**src/led_scan_pkg.sv**
```systemverilog
/*
  Constants, register layouts and state codes for the LED matrix frame and scan
  configuration block. Assumes a 50 MHz core clock.
*/
package led_scan_pkg;

  // Register offsets, reset values and writable-bit masks.
  localparam logic [7:0] REG_FRAME_HOLD = 8'h02;
  localparam logic [7:0] REG_DISP_OPT = 8'h03;
  localparam logic [7:0] REG_LAYOUT = 8'h04;
  localparam logic [7:0] FRAME_HOLD_RST = 8'h00;
  localparam logic [7:0] DISP_OPT_RST = 8'h07;
  localparam logic [7:0] LAYOUT_RST = 8'h00;
  localparam logic [7:0] FRAME_HOLD_MASK = 8'h0f;
  localparam logic [7:0] DISP_OPT_MASK = 8'h7f;
  localparam logic [7:0] LAYOUT_MASK = 8'h07;

  // Timing.
  localparam int CLK_HZ = 50_000_000;
  localparam int CLK_MHZ = 50;
  localparam int REFRESH_HZ = 430;
  localparam int LINES_ALL = 18;
  localparam int LINE_CYC = CLK_HZ / (REFRESH_HZ * LINES_ALL);
  localparam int FRAME_STEP_US = 32500;
  localparam int FRAME_STEP_CYC = FRAME_STEP_US * CLK_MHZ;
  localparam int BLINK_SHORT_MS = 1500;
  localparam int BLINK_LONG_MS = 3000;
  localparam int BLINK_SHORT_HALF_CYC = BLINK_SHORT_MS / 2 * 1000 * CLK_MHZ;
  localparam int BLINK_LONG_HALF_CYC = BLINK_LONG_MS / 2 * 1000 * CLK_MHZ;

  // Scan geometry and codes.
  localparam logic [3:0] MAX_K_TWO = 4'h8;
  localparam logic [3:0] MAX_K_THREE = 4'h5;
  localparam logic [4:0] GROUP1_FIRST = 5'h06;
  localparam logic [4:0] GROUP2_FIRST = 5'h0c;
  localparam logic [4:0] LINE_TOP = 5'h11;
  localparam logic [2:0] LAST_FRAME = 3'h5;
  localparam logic [1:0] SYNC_OUT = 2'b01;
  localparam logic [1:0] SYNC_IN = 2'b10;

  typedef struct packed {
    logic rsv;
    logic per_frame_int;
    logic start_off;
    logic long_blink;
    logic [3:0] scan_limit;
  } disp_opt_t;

  typedef struct packed {
    logic [4:0] rsv;
    logic [1:0] sync;
    logic two_matrix;
  } layout_t;

  typedef enum logic [2:0] {
    ST_IDLE = 3'b001,
    ST_MOVIE = 3'b010,
    ST_PICTURE = 3'b100
  } play_state_t;

  // Largest scan position actually used for a layout.
  function automatic logic [3:0] clamp_limit(input logic [3:0] code, input logic two);
    logic [3:0] top;
    top = two ? MAX_K_TWO : MAX_K_THREE;
    return (code > top) ? top : code;
  endfunction

endpackage

```
**src/led_frame_scan.sv**
```systemverilog
/*
  Frame hold timing, line scan, blink and layout/sync setup of an LED matrix driver.
  Assumes a byte-wide register port fed by the serial front end, and all inputs
  synchronous to i_core_clk.
*/
`timescale 1ns/1ps
module led_frame_scan import led_scan_pkg::*; #(
  parameter int LINE_CYCLES = LINE_CYC,
  parameter int FRAME_STEP_CYCLES = FRAME_STEP_CYC,
  parameter int BLINK_SHORT_HALF = BLINK_SHORT_HALF_CYC,
  parameter int BLINK_LONG_HALF = BLINK_LONG_HALF_CYC
) (
  // Clock, reset, enable
  input wire logic i_core_clk,
  input wire logic i_sys_rst,
  input wire logic i_clk_en,
  // Register port
  input wire logic [7:0] i_reg_addr,
  input wire logic [7:0] i_reg_wdata,
  input wire logic i_reg_wr,
  input wire logic i_reg_rd,
  output logic [7:0] o_reg_rdata,
  // Playback requests
  input wire logic i_movie_req,
  input wire logic i_picture_req,
  input wire logic [2:0] i_movie_start,
  input wire logic [2:0] i_movie_frames,
  input wire logic [2:0] i_picture_frame,
  input wire logic i_blink_en,
  // Sync pin
  input wire logic i_sync_in,
  output logic o_sync_out,
  output logic o_sync_oe,
  // Display drive
  output logic [4:0] o_line_sel,
  output logic [2:0] o_frame_sel,
  output logic [2:0] o_intensity_frame,
  output logic o_leds_on,
  output logic o_two_matrix,
  output logic o_movie_busy
);

  if (LINE_CYCLES < 4 || FRAME_STEP_CYCLES < 1 || BLINK_SHORT_HALF < 1 ||
      BLINK_LONG_HALF < 1) begin : g_bad_params
    $error("led_frame_scan: timing parameters out of range");
  end

  logic [7:0] frame_hold;
  disp_opt_t disp_opt;
  layout_t layout;
  logic [31:0] line_cnt, sub_cnt, blink_cnt;
  logic sync_prev, line_tick, refresh_pulse, hold_expire, blink_phase, movie_prev;
  logic [3:0] pos, lim, step, last_sum;
  logic [1:0] grp;
  logic [2:0] last_frame;
  play_state_t st;

  // Register writes; reserved bits are never stored and read as zero.
  always_ff @(posedge i_core_clk or posedge i_sys_rst) begin
    if (i_sys_rst) begin
      frame_hold <= FRAME_HOLD_RST;
      disp_opt <= DISP_OPT_RST;
      layout <= LAYOUT_RST;
    end else if (i_clk_en && i_reg_wr) begin
      case (i_reg_addr)
        REG_FRAME_HOLD: frame_hold <= i_reg_wdata & FRAME_HOLD_MASK;
        REG_DISP_OPT: disp_opt <= i_reg_wdata & DISP_OPT_MASK;
        REG_LAYOUT: layout <= i_reg_wdata & LAYOUT_MASK;
        default: ;
      endcase
    end
  end

  // Register reads; unmapped addresses answer zero.
  always_ff @(posedge i_core_clk or posedge i_sys_rst) begin
    if (i_sys_rst) begin
      o_reg_rdata <= 8'h00;
    end else if (i_clk_en && i_reg_rd) begin
      case (i_reg_addr)
        REG_FRAME_HOLD: o_reg_rdata <= frame_hold;
        REG_DISP_OPT: o_reg_rdata <= disp_opt;
        REG_LAYOUT: o_reg_rdata <= layout;
        default: o_reg_rdata <= 8'h00;
      endcase
    end
  end

  // Line pacing: internal timer, or sync-pin rising edges, taken as already synchronous.
  assign line_tick = (layout.sync == SYNC_IN) ? (i_sync_in && !sync_prev)
                                              : (line_cnt == 32'(LINE_CYCLES - 1));

  always_ff @(posedge i_core_clk or posedge i_sys_rst) begin
    if (i_sys_rst) begin
      line_cnt <= 32'h0;
      sync_prev <= 1'b0;
      o_sync_out <= 1'b0;
      o_sync_oe <= 1'b0;
    end else if (i_clk_en) begin
      sync_prev <= i_sync_in;
      line_cnt <= (line_cnt == 32'(LINE_CYCLES - 1)) ? 32'h0 : line_cnt + 32'h1;
      // One rising edge per line so a follower steps in lockstep.
      o_sync_out <= (layout.sync == SYNC_OUT) && (line_cnt < 32'(LINE_CYCLES / 2));
      o_sync_oe <= (layout.sync == SYNC_OUT);
    end
  end

  // Scan walks 0..k, then 6..6+k and 12..12+k in three-matrix layout.
  // A layout change ends the current group at once, so no line of the old layout lingers.
  assign lim = clamp_limit(disp_opt.scan_limit, layout.two_matrix);

  always_ff @(posedge i_core_clk or posedge i_sys_rst) begin
    if (i_sys_rst) begin
      pos <= 4'h0;
      grp <= 2'h0;
      o_line_sel <= 5'h00;
      refresh_pulse <= 1'b0;
      o_two_matrix <= 1'b0;
    end else if (i_clk_en) begin
      refresh_pulse <= 1'b0;
      o_two_matrix <= layout.two_matrix;
      if (line_tick || layout.two_matrix != o_two_matrix) begin
        if (pos >= lim || layout.two_matrix != o_two_matrix) begin
          pos <= 4'h0;
          if (layout.two_matrix || grp == 2'h2) begin
            grp <= 2'h0;
            o_line_sel <= 5'h00;
            refresh_pulse <= 1'b1;
          end else begin
            grp <= grp + 2'h1;
            o_line_sel <= (grp == 2'h0) ? GROUP1_FIRST : GROUP2_FIRST;
          end
        end else begin
          pos <= pos + 4'h1;
          o_line_sel <= o_line_sel + 5'h01;
        end
      end
    end
  end

  // Frame hold: a zero code lasts until the next refresh pulse, otherwise code steps.
  assign hold_expire = (frame_hold[3:0] == 4'h0) ? refresh_pulse
      : (sub_cnt == 32'(FRAME_STEP_CYCLES - 1) && step == frame_hold[3:0] - 4'h1);

  always_ff @(posedge i_core_clk or posedge i_sys_rst) begin
    if (i_sys_rst) begin
      sub_cnt <= 32'h0;
      step <= 4'h0;
    end else if (i_clk_en) begin
      if (st != ST_MOVIE || hold_expire) begin
        sub_cnt <= 32'h0;
        step <= 4'h0;
      end else if (sub_cnt == 32'(FRAME_STEP_CYCLES - 1)) begin
        sub_cnt <= 32'h0;
        step <= step + 4'h1;
      end else begin
        sub_cnt <= sub_cnt + 32'h1;
      end
    end
  end

  // Last movie frame, capped at the top of frame memory.
  assign last_sum = {1'b0, i_movie_start} + {1'b0, i_movie_frames};
  assign last_frame = (last_sum > {1'b0, LAST_FRAME}) ? LAST_FRAME : last_sum[2:0];

  always_ff @(posedge i_core_clk or posedge i_sys_rst) begin
    if (i_sys_rst) begin
      st <= ST_IDLE;
      movie_prev <= 1'b0;
      o_frame_sel <= 3'h0;
      o_movie_busy <= 1'b0;
    end else if (i_clk_en) begin
      movie_prev <= i_movie_req;
      case (st)
        ST_IDLE: begin
          if (i_movie_req && !movie_prev) begin
            st <= ST_MOVIE;
            o_frame_sel <= i_movie_start;
            o_movie_busy <= 1'b1;
          end else if (i_picture_req) begin
            st <= ST_PICTURE;
            o_frame_sel <= i_picture_frame;
          end
        end
        ST_MOVIE: begin
          if (hold_expire) begin
            if (o_frame_sel >= last_frame) begin
              o_movie_busy <= 1'b0;
              if (i_picture_req) begin
                st <= ST_PICTURE;
                o_frame_sel <= i_picture_frame;
              end else begin
                st <= ST_IDLE;
              end
            end else begin
              o_frame_sel <= o_frame_sel + 3'h1;
            end
          end
        end
        ST_PICTURE: begin
          o_frame_sel <= i_picture_frame;
          if (!i_picture_req) begin
            st <= ST_IDLE;
          end
        end
        default: st <= ST_IDLE;
      endcase
    end
  end

  // Intensity source follows the displayed frame only in per-frame mode.
  always_ff @(posedge i_core_clk or posedge i_sys_rst) begin
    if (i_sys_rst) begin
      o_intensity_frame <= 3'h0;
    end else if (i_clk_en) begin
      o_intensity_frame <= disp_opt.per_frame_int ? o_frame_sel : 3'h0;
    end
  end

  // Blink: phase restarts at the chosen level whenever blinking is off.
  always_ff @(posedge i_core_clk or posedge i_sys_rst) begin
    if (i_sys_rst) begin
      blink_cnt <= 32'h0;
      blink_phase <= 1'b1;
      o_leds_on <= 1'b1;
    end else if (i_clk_en) begin
      o_leds_on <= !i_blink_en || blink_phase;
      if (!i_blink_en) begin
        blink_cnt <= 32'h0;
        blink_phase <= !disp_opt.start_off;
      end else if (blink_cnt == (disp_opt.long_blink ? 32'(BLINK_LONG_HALF - 1)
                                                     : 32'(BLINK_SHORT_HALF - 1))) begin
        blink_cnt <= 32'h0;
        blink_phase <= !blink_phase;
      end else begin
        blink_cnt <= blink_cnt + 32'h1;
      end
    end
  end
endmodule

```
**config.mk**
```make
export PLATFORM = sky130hd
export DESIGN_NAME = led_frame_scan
export DESIGN_NICKNAME = d
export VERILOG_FILES = /design/src/led_scan_pkg.sv /design/src/led_frame_scan.sv
export SDC_FILE = /design/constraint.sdc
export NUM_CORES = 1
export LEC_CHECK = 0
export BUFFER_PORTS_ARGS = -buffer_cell sky130_fd_sc_hd__buf_2
export CAP_MARGIN = 20
export CORE_ASPECT_RATIO = 0.8
export CORE_MARGIN = 2
export CORE_UTILIZATION = 55
export CTS_CLUSTER_SIZE = 30
export DETAILED_ROUTE_END_ITERATION = 6
export PLACE_DENSITY = 0.85
export SKIP_LAST_GASP = 1
export SLEW_MARGIN = 25
export SYNTH_ARGS = -nofsm -noshare
export SYNTH_HDL_FRONTEND = slang
export SYNTH_SLANG_ARGS = --single-unit
```
**constraint.sdc**
```tcl
create_clock -name i_core_clk -period 6.35 [get_ports i_core_clk]
set_input_delay 1.5875 -clock i_core_clk [delete_from_list [all_inputs] [get_ports i_core_clk]]
set_output_delay 1.5875 -clock i_core_clk [all_outputs]
set_load 0.02 [all_outputs]
```
[Word-level counts from Yosys, hierarchy flattened]
Cells that the tools add are included.
Cells by class
  reductions and logical operators: 31
  add/sub/neg operators: 10
  shifts and indexed selects: 0
  multipliers: 0
  order comparisons: 5
  equality and inequality tests: 21
  div/mod/pow operators: 0
  bitwise gates (word level): 0
  mux-type cells: 41
Operator list (count)
  $mux 32: 5
  $add 32x1->32 const B: 3
  $mux 3: 12
  $eq 32x13->1 const B: 1
  $eq 32x21->1 const B: 1
  $eq 32x27->1: 1
  $lt 32x12->1 const B: 1
  $mux 4: 7
  $mux 27: 1
  $pmux 7 s3: 1
  $pmux 3 s3: 2
  $eq 8x2->1 const B: 2
  $reduce_and 2->1: 6
  $mux 1: 10
  $reduce_and 5->1: 2
  $add 4x1->4 const B: 2
  $eq 8x3->1 const B: 1
  $ne 2x2->1 const B: 4
  $logic_and 1x1->1: 6
  $reduce_and 3->1: 2
  $add 5x1->5 const B: 1
  $logic_not 1->1: 5
  $logic_or 1x1->1: 5
  $mux 5: 1
  24 further kinds: 26
Storage, ports and cells
  register bits after elaboration: 151
  bits of input ports: 34
  bits in writable memories: 0
  word-level logic and storage cells: 135
  bits in latches: 0
  memories kept: 0
  output and inout port bits: 24
  ROM bits: 0

[Logic depth before layout (Yosys ltp)]
Gate-level depths: netlist of the first run.
  depth after elaboration: 7
  mapped depth: 16
  depth with buffers taken out: 14

[Worst setup path after synthesis of the first run]
No wires, ideal clock.
  path kind: input port to flip-flop
  start point: input i_movie_start[0]
  end point: register st[1]
  cell stages on the path: 11
  buffers on the path: 0
  arrival time: 4.111 ns
  data required time: 6.232 ns
  library setup time: 0.118 ns
  slack: 2.121 ns
  path through: ha_1 > fa_1 > xor2_1 > a2111o_1 > ha_1 > nand2b_1 > a31oi_1 > a2bb2oi_1 > o2111ai_1 > nor3_1 > a21o_1
On the way
  cells in the longest elaborated chain, start to end: 6
Ends and longest elaborated chain
  start, declared: RTL line led_frame_scan.sv:26  | input wire logic [2:0] i_movie_start,
  $add 3x3->4 *: RTL line led_frame_scan.sv:162  | assign last_sum = {1'b0, i_movie_start} + {1'b0, i_movie_frames};
  $gt 4x3->1: RTL line led_frame_scan.sv:163  | assign last_frame = (last_sum > {1'b0, LAST_FRAME}) ? LAST_FRAME : last_sum[2:0];
  $mux 3 *: RTL line led_frame_scan.sv:163
  $ge 3x3->1 *: RTL line led_frame_scan.sv:186  | if (o_frame_sel >= last_frame) begin
  $ne 2x2->1 (no line) *
  $reduce_and 5->1 (no line) *
  end signal, assigned: RTL line led_frame_scan.sv:167  | st <= ST_IDLE;
  end signal, assigned: RTL line led_frame_scan.sv:189  | st <= ST_PICTURE;
  end signal, assigned: RTL line led_frame_scan.sv:192  | st <= ST_IDLE;
  end, declared: RTL line led_frame_scan.sv:56  | play_state_t st;
Every way passes the cells marked *; elsewhere a longest branch is shown, timed or not.
A chain may end at the register's enable or synchronous reset.

[Final worst setup path of the first run]
  start point: input i_movie_start[0]
  end point: register o_frame_sel[1]
On the way
  cells in the longest elaborated chain, start to end: 7
Ends and longest elaborated chain
  $add 3x3->4 *: RTL line led_frame_scan.sv:162
  $gt 4x3->1: RTL line led_frame_scan.sv:163
  $mux 3 *: RTL line led_frame_scan.sv:163
  $ge 3x3->1 *: RTL line led_frame_scan.sv:186
  $mux 3 *: RTL line led_frame_scan.sv:186
  $mux 3 *: RTL line led_frame_scan.sv:185  | if (hold_expire) begin
  $pmux 3 s3 *: RTL line led_frame_scan.sv:173  | case (st)
  end signal, assigned: RTL line led_frame_scan.sv:177  | o_frame_sel <= i_movie_start;
  end signal, assigned: RTL line led_frame_scan.sv:181  | o_frame_sel <= i_picture_frame;
  end signal, assigned: RTL line led_frame_scan.sv:190  | o_frame_sel <= i_picture_frame;
  end, declared: RTL line led_frame_scan.sv:36  | output logic [2:0] o_frame_sel,
Every way passes the cells marked *; elsewhere a longest branch is shown, timed or not. The select of a mux whose other input is x is not followed.

==> results of run 1 <==
stage by stage:
step	hold WS, ns	worst slack (ns)
2_1_floorplan	0.446	0.736
4_1_cts	0.490	2.03
5_1_grt	0.497	1.75
3_3_place_gp	0.460	1.67
6_report	0.486	1.93
3_5_place_dp	0.475	1.59
sequential cells by signal, indices dropped and copies added (netlist names), 2 cells and up:
signal / count
blink_cnt: 32
st: 3
step: 4
frame_hold: 4
o_line_sel: 5
layout: 3
o_intensity_frame: 3
line_cnt: 32
disp_opt: 7
sub_cnt: 32
pos: 4
o_frame_sel: 3
o_reg_rdata: 7
grp: 2
placed cells by master, fill, tap and decap left out, types with 11 or more instances in the layout:
cell type,count
dfrtp_1,144
nor2_1,105
nand2_1,83
xnor2_1,60
buf_2,55
nand3_1,44
inv_1,37
o21ai_0,33
xor2_1,29
ha_1,26
a21oi_1,23
nand4_1,22
nor3_1,21
mux2_2,19
and3_1,17
clkbuf_16,17
nor4_1,15
or3_1,11
power groups by stage:
stage          Clock, mW  Sequential (mW)  Combinational [mW]
4_1_cts            0.994             1.15               0.498
2_1_floorplan          0             1.14               0.373
6_report           0.979             1.15               0.500
3_5_place_dp           0             1.16               0.490
5_1_grt             1.03             1.16               0.559
3_3_place_gp           0             1.16               0.475
tightest hold or removal path, cell delays in order, from the launching register on:
cell and delay, ns:
dfrtp_1 0.35, nand2_1 0.05, o21ai_0 0.06
final timing paths:
check	start	endpoint	cells past startpoint
min	o_reg_rdata[2]	o_reg_rdata[2]	2
max reg2reg	layout[0]	o_line_sel[3]	15
max in group asynchronous	i_sys_rst	disp_opt[1]	3
min reg2reg	o_reg_rdata[2]	o_reg_rdata[2]	2
max	i_movie_start[0]	o_frame_sel[1]	12
min in group asynchronous	i_sys_rst	sub_cnt[15]	2
Yosys cell counts, drive strengths merged (4+ instances only):
| master | instances |
|---|---|
| dfrtp | 144 |
| o22ai | 7 |
| nor4 | 15 |
| xnor2 | 60 |
| o21a | 4 |
| nand2b | 9 |
| nor4b | 4 |
| o21ai | 33 |
| a21oi | 23 |
| inv | 38 |
| nand2 | 83 |
| buf | 8 |
| nor2 | 106 |
| dfstp | 6 |
| a31oi | 7 |
| o2bb2ai | 8 |
| and2 | 6 |
| xor2 | 29 |
| mux2 | 19 |
| nand3 | 44 |
| clkbuf | 21 |
| or4 | 4 |
| nor2b | 9 |
| mux2i | 7 |
| or3 | 11 |
| nand4 | 22 |
| o31ai | 5 |
| a21o | 7 |
| and3 | 17 |
| ha | 26 |
| and4 | 6 |
| nor3 | 23 |
cell type report:
cell class	count	area [um^2]	share of cell area, %
inverters	38	150	1.64
clock buffers	24	472	5.15
multi-input cells	644	4150	45.2
well taps	184	230	2.51
clock inverters	8	100	1.09
flip-flops and latches	150	3760	41.0
repair buffers	59	305	3.33
diodes	1	2.50	0.0273
routing by layer:
metal	vias to the layer above	wire length (um)	track usage (%)
met5	-	0	0
met4	0	348	9.02
met3	30	739	4.95
met2	149	8220	37.1
met1	3223	8680	33.8
li1	3137	-	-
cell families (layout without fill, tap and decap cells):
family / count (synthesis) / count (layout) / synth area share [%]
AO/OA/AOI/OAI: 124 / 124 / 10.3
XOR/XNOR: 89 / 89 / 9.53
adder cells (fa/ha/maj): 27 / 27 / 4.22
buffers and inverters: 67 / 129 / 3.40
flip-flops: 150 / 150 / 46.0
multiplexers: 26 / 26 / 3.47
other: 1 / 2 / 0.0459
AND/OR/NAND/NOR: 377 / 377 / 23.0
==> reports/qor.csv, run 1 <==
metric,value,unit
outcome,"finished, final reports clean",
seq_power_share,43.7,%
area_growth,12.1,%
fin_crit,4.42,ns
nets,971,
core,14400,um^2
end_kind,register,
viasPerCell,5.90,
placementRows,39,
antenna_found_initial,1,
synth_cells,861,
cts_buffers,17,
post-route-util,63.7,%
die_w,140,um
maxCapViolCount,0,
htree_levels,4,
die_area,15900,um^2
first_global_vias,6195,
power_switching,787,uW
grt_max_degree,112,
p_sw_share,30.0,%
drive_gt1_share,13.1,%
dieHeight,113,um
start_util,56.8,%
grt_overflow,0,
synth.distinct_cells,71,
tightest_slew,0.855,ns
yosys-top-cells-area,"dfrtp_1, xnor2_1, nor2_1",
ioPinCount,58,
wl_per_cell,16.2,um
clock_latency,0.42,ns
power.density,287,nW/um^2
synth_flop_cell,dfrtp_1,
finalClockSkew,0.00633,ns
final-setup-viol-count,0,
critPathMaxFanout,8,
dpl_cell_area,8590,um^2
grt_pass1_wl,30400,um
regToRegSetupSlack,2.94,ns
critical_path_required,6.65,ns
syn_area_per_cell,9.50,um^2
dpl.hpwl,12300,um
final_cell_area,9170,um^2
fillers,1110,
cts.sinks,150,
drt_iter0_drc,609,
postCtsHoldBufs,0,
max_freq,0.226,GHz
synthDominantCellAreaShare,44.1,%
drc_errors,0,
synth-edff-count,0,
hold_viol,0,
report.power.total,2.63,mW
place_congestion,0.893,
ys_ff_latch,150,
cts_tree,yes,
crit_buf_inv,1,
leakagePower,4.04,nW
stdcell_count,1108,
dp.cells,1075,
syn_nets,922,
slowest_delay,0.61,ns
yosysTopAreaCell,dfrtp_1,
path_clk_slew,0.06,ns
finalCritPeriodShare,69.6,%
combPwrFrac,19.0,%
rsz0062_at_grt,no,
slew_headroom,42.6,%
vdd_drop_max,0.000237,V
internal_power,1.84,mW
crit_arrival,4.72,ns
grt_use_total,24.0,%
portBuffers,55,
cts_setup_buffers,0,
clockBufferDepth,2,
ys_seq_area_share,46.0,%
worst_path_max_delay_cell,a31oi_1,
detail_route.first_pass.iterations,5,
postSynth.asyncResetShare,100,%
p_clk_share,37.3,%
critPathKind,input port to register,
hold_path_class,register to register,
drt-total-wl,18000,um
cp_cell_sequence,buf_2 -> ha_1 -> fa_1 -> xor2_1 -> a2111o_1 -> ha_1 -> nand2b_1 -> a31oi_1 -> o22ai_1 -> a31oi_1 -> a21boi_0 -> o2bb2ai_1,
slew_violations,0,
start_kind,input port,
yosysWarningCount,0,
cts-root-buf,clkbuf_16,
syn_area,8180,um^2
post_cts_resized,0,
critPathTopFamily,compound AO/OA/AOI/OAI gates,
setup_tns,0,ns
vias,6539,
postRouteAntennaNets,0,
No activity file was read; power rests on OpenSTA's default activity.
==> run 2, diff against run 1 <==
==> constraint.sdc (replaced) <==
create_clock -name i_core_clk -period 4.4 [get_ports i_core_clk]
set_input_delay 1.1 -clock i_core_clk [delete_from_list [all_inputs] [get_ports i_core_clk]]
set_output_delay 1.1 -clock i_core_clk [all_outputs]
set_load 0.02 [all_outputs]
==> run 2 against run 1 <==
Net effect: combinational power rose by 49%; die area did not move; via count barely moved; clock skew rose by 0.0022 ns; sequential power rose by 44%; clock power rose by 71%; critical path depth rose by 1; non-clock buffer count rose by 7; global-route usage fell by 0.32 points; largest cell class unchanged.
==> reports/qor.csv, run 2 (synthesized netlist as in run 1, its figures left out) <==
metric,value,unit
clock_latency,0.43,ns
post_cts_resized,0,
finalCritPeriodShare,84.2,%
cts-root-buf,clkbuf_16,
nets,978,
path_clk_slew,0.06,ns
cts_buffers,17,
clockBufferDepth,2,
dieHeight,113,um
combPwrFrac,18.2,%
start_util,56.8,%
max_freq,0.270,GHz
hold_path_class,register to register,
critPathKind,input port to register,
die_w,140,um
vias,6534,
tightest_slew,0.880,ns
grt_overflow,0,
drive_gt1_share,14.2,%
start_kind,input port,
postCtsHoldBufs,0,
p_sw_share,28.7,%
mostFrequentLayoutCells,"dfrtp_1, nor2_1, nand2_1",
final-setup-viol-count,0,
htree_levels,4,
seq_power_share,40.7,%
drc_errors,0,
finalClockSkew,0.00851,ns
holdWs,0.474,ns
grt_max_degree,50,
maxCapViolCount,0,
cts.sinks,150,
end_kind,register,
dp.cells,1081,
outcome,"finished, final reports clean",
hold_viol,0,
ioPinCount,58,
antenna_cells,0,
die_area,15900,um^2
cts_tree,yes,
largestRegisters,"blink_cnt: 32 flops, line_cnt: 32 flops, sub_cnt: 32 flops",
grt_pass1_wl,30100,um
area_growth,14.4,%
drt-total-wl,17700,um
antenna_found_initial,0,
post-route-util,65.0,%
slew_violations,0,
slew_headroom,40.8,%
regToRegSetupSlack,1.02,ns
place_congestion,0.848,
cts_setup_buffers,0,
fin_crit,3.70,ns
fillers,1095,
dpl.hpwl,12400,um
p_clk_share,41.0,%
wl_per_cell,15.9,um
postRouteAntennaNets,0,
grt_use_total,23.7,%
stdcell_count,1114,
leakagePower,4.14,nW
critPathMaxFanout,8,
placementRows,39,
power_switching,1.17,mW
detail_route.first_pass.iterations,5,
drt_iter0_drc,512,
setup_tns,0,ns
rsz0062_at_grt,no,
first_global_vias,6205,
layout_commonest_cell,dfrtp_1,
power.density,435,nW/um^2
critical_path_required,4.76,ns
portBuffers,55,
core,14400,um^2
vdd_drop_max,0.000534,V
crit_arrival,4.07,ns
viasPerCell,5.87,
internal_power,2.90,mW
## run 2: metrics by stage
step	worst slack, ns	cell area [um^2]	total power, mW
5_1_grt	0.552	9350	4.26
4_1_cts	0.723	9330	4.08
6_report	0.697	9350	4.07
3_5_place_dp	0.367	8650	2.41
3_3_place_gp	0.485	8650	2.37
2_1_floorplan	0.659	8180	2.19
## run 2: worst max-delay path, stage by stage
cell       delay (ns)
buf_2            0.12
ha_1             0.22
fa_1             0.43
xor2_1           0.18
a2111o_1         0.41
ha_1             0.27
nand2b_1         0.10
a31oi_1          0.08
buf_4            0.17
a2bb2oi_1        0.15
o2111ai_1        0.29
nor3_1           0.41
a21o_1           0.14
## run 2: power by group through the flow
stage          sequential (mW)  clock (mW)  combinational (mW)
2_1_floorplan             1.65           0               0.538
3_3_place_gp              1.67           0               0.701
3_5_place_dp              1.67           0               0.732
4_1_cts                   1.65        1.69               0.741
5_1_grt                   1.68        1.76               0.824
6_report                  1.66        1.67               0.743
## run 2: layer usage
layer,up-vias,wire [um],GRT usage [%]
met2,150,8220,36.6
li1,3147,-,-
met5,-,0,0
met1,3208,8550,33.3
met3,29,614,4.87
met4,0,341,9.09
## run 2: path summary, 6_finish.rpt
kind                                  start              to  cells past startpoint
setup / recovery           i_movie_start[0]           st[1]                     13
hold / removal               o_reg_rdata[3]  o_reg_rdata[3]                      2
setup reg to reg                  layout[0]   o_line_sel[3]                     15
hold reg to reg              o_reg_rdata[3]  o_reg_rdata[3]                      2
max in group asynchronous         i_sys_rst       o_leds_on                      4
min in group asynchronous         i_sys_rst      sub_cnt[7]                      2
## run 2: area by class of cell
cell class | count | area, um^2 | area share, %
Clock buffer | 20 | 457 | 4.88
Clock inverter | 12 | 223 | 2.38
Inverter | 38 | 146 | 1.57
Multi-Input combinational cell | 644 | 4140 | 44.3
Sequential cell | 150 | 3760 | 40.2
Tap cell | 184 | 230 | 2.46
Timing Repair Buffer | 66 | 395 | 4.23
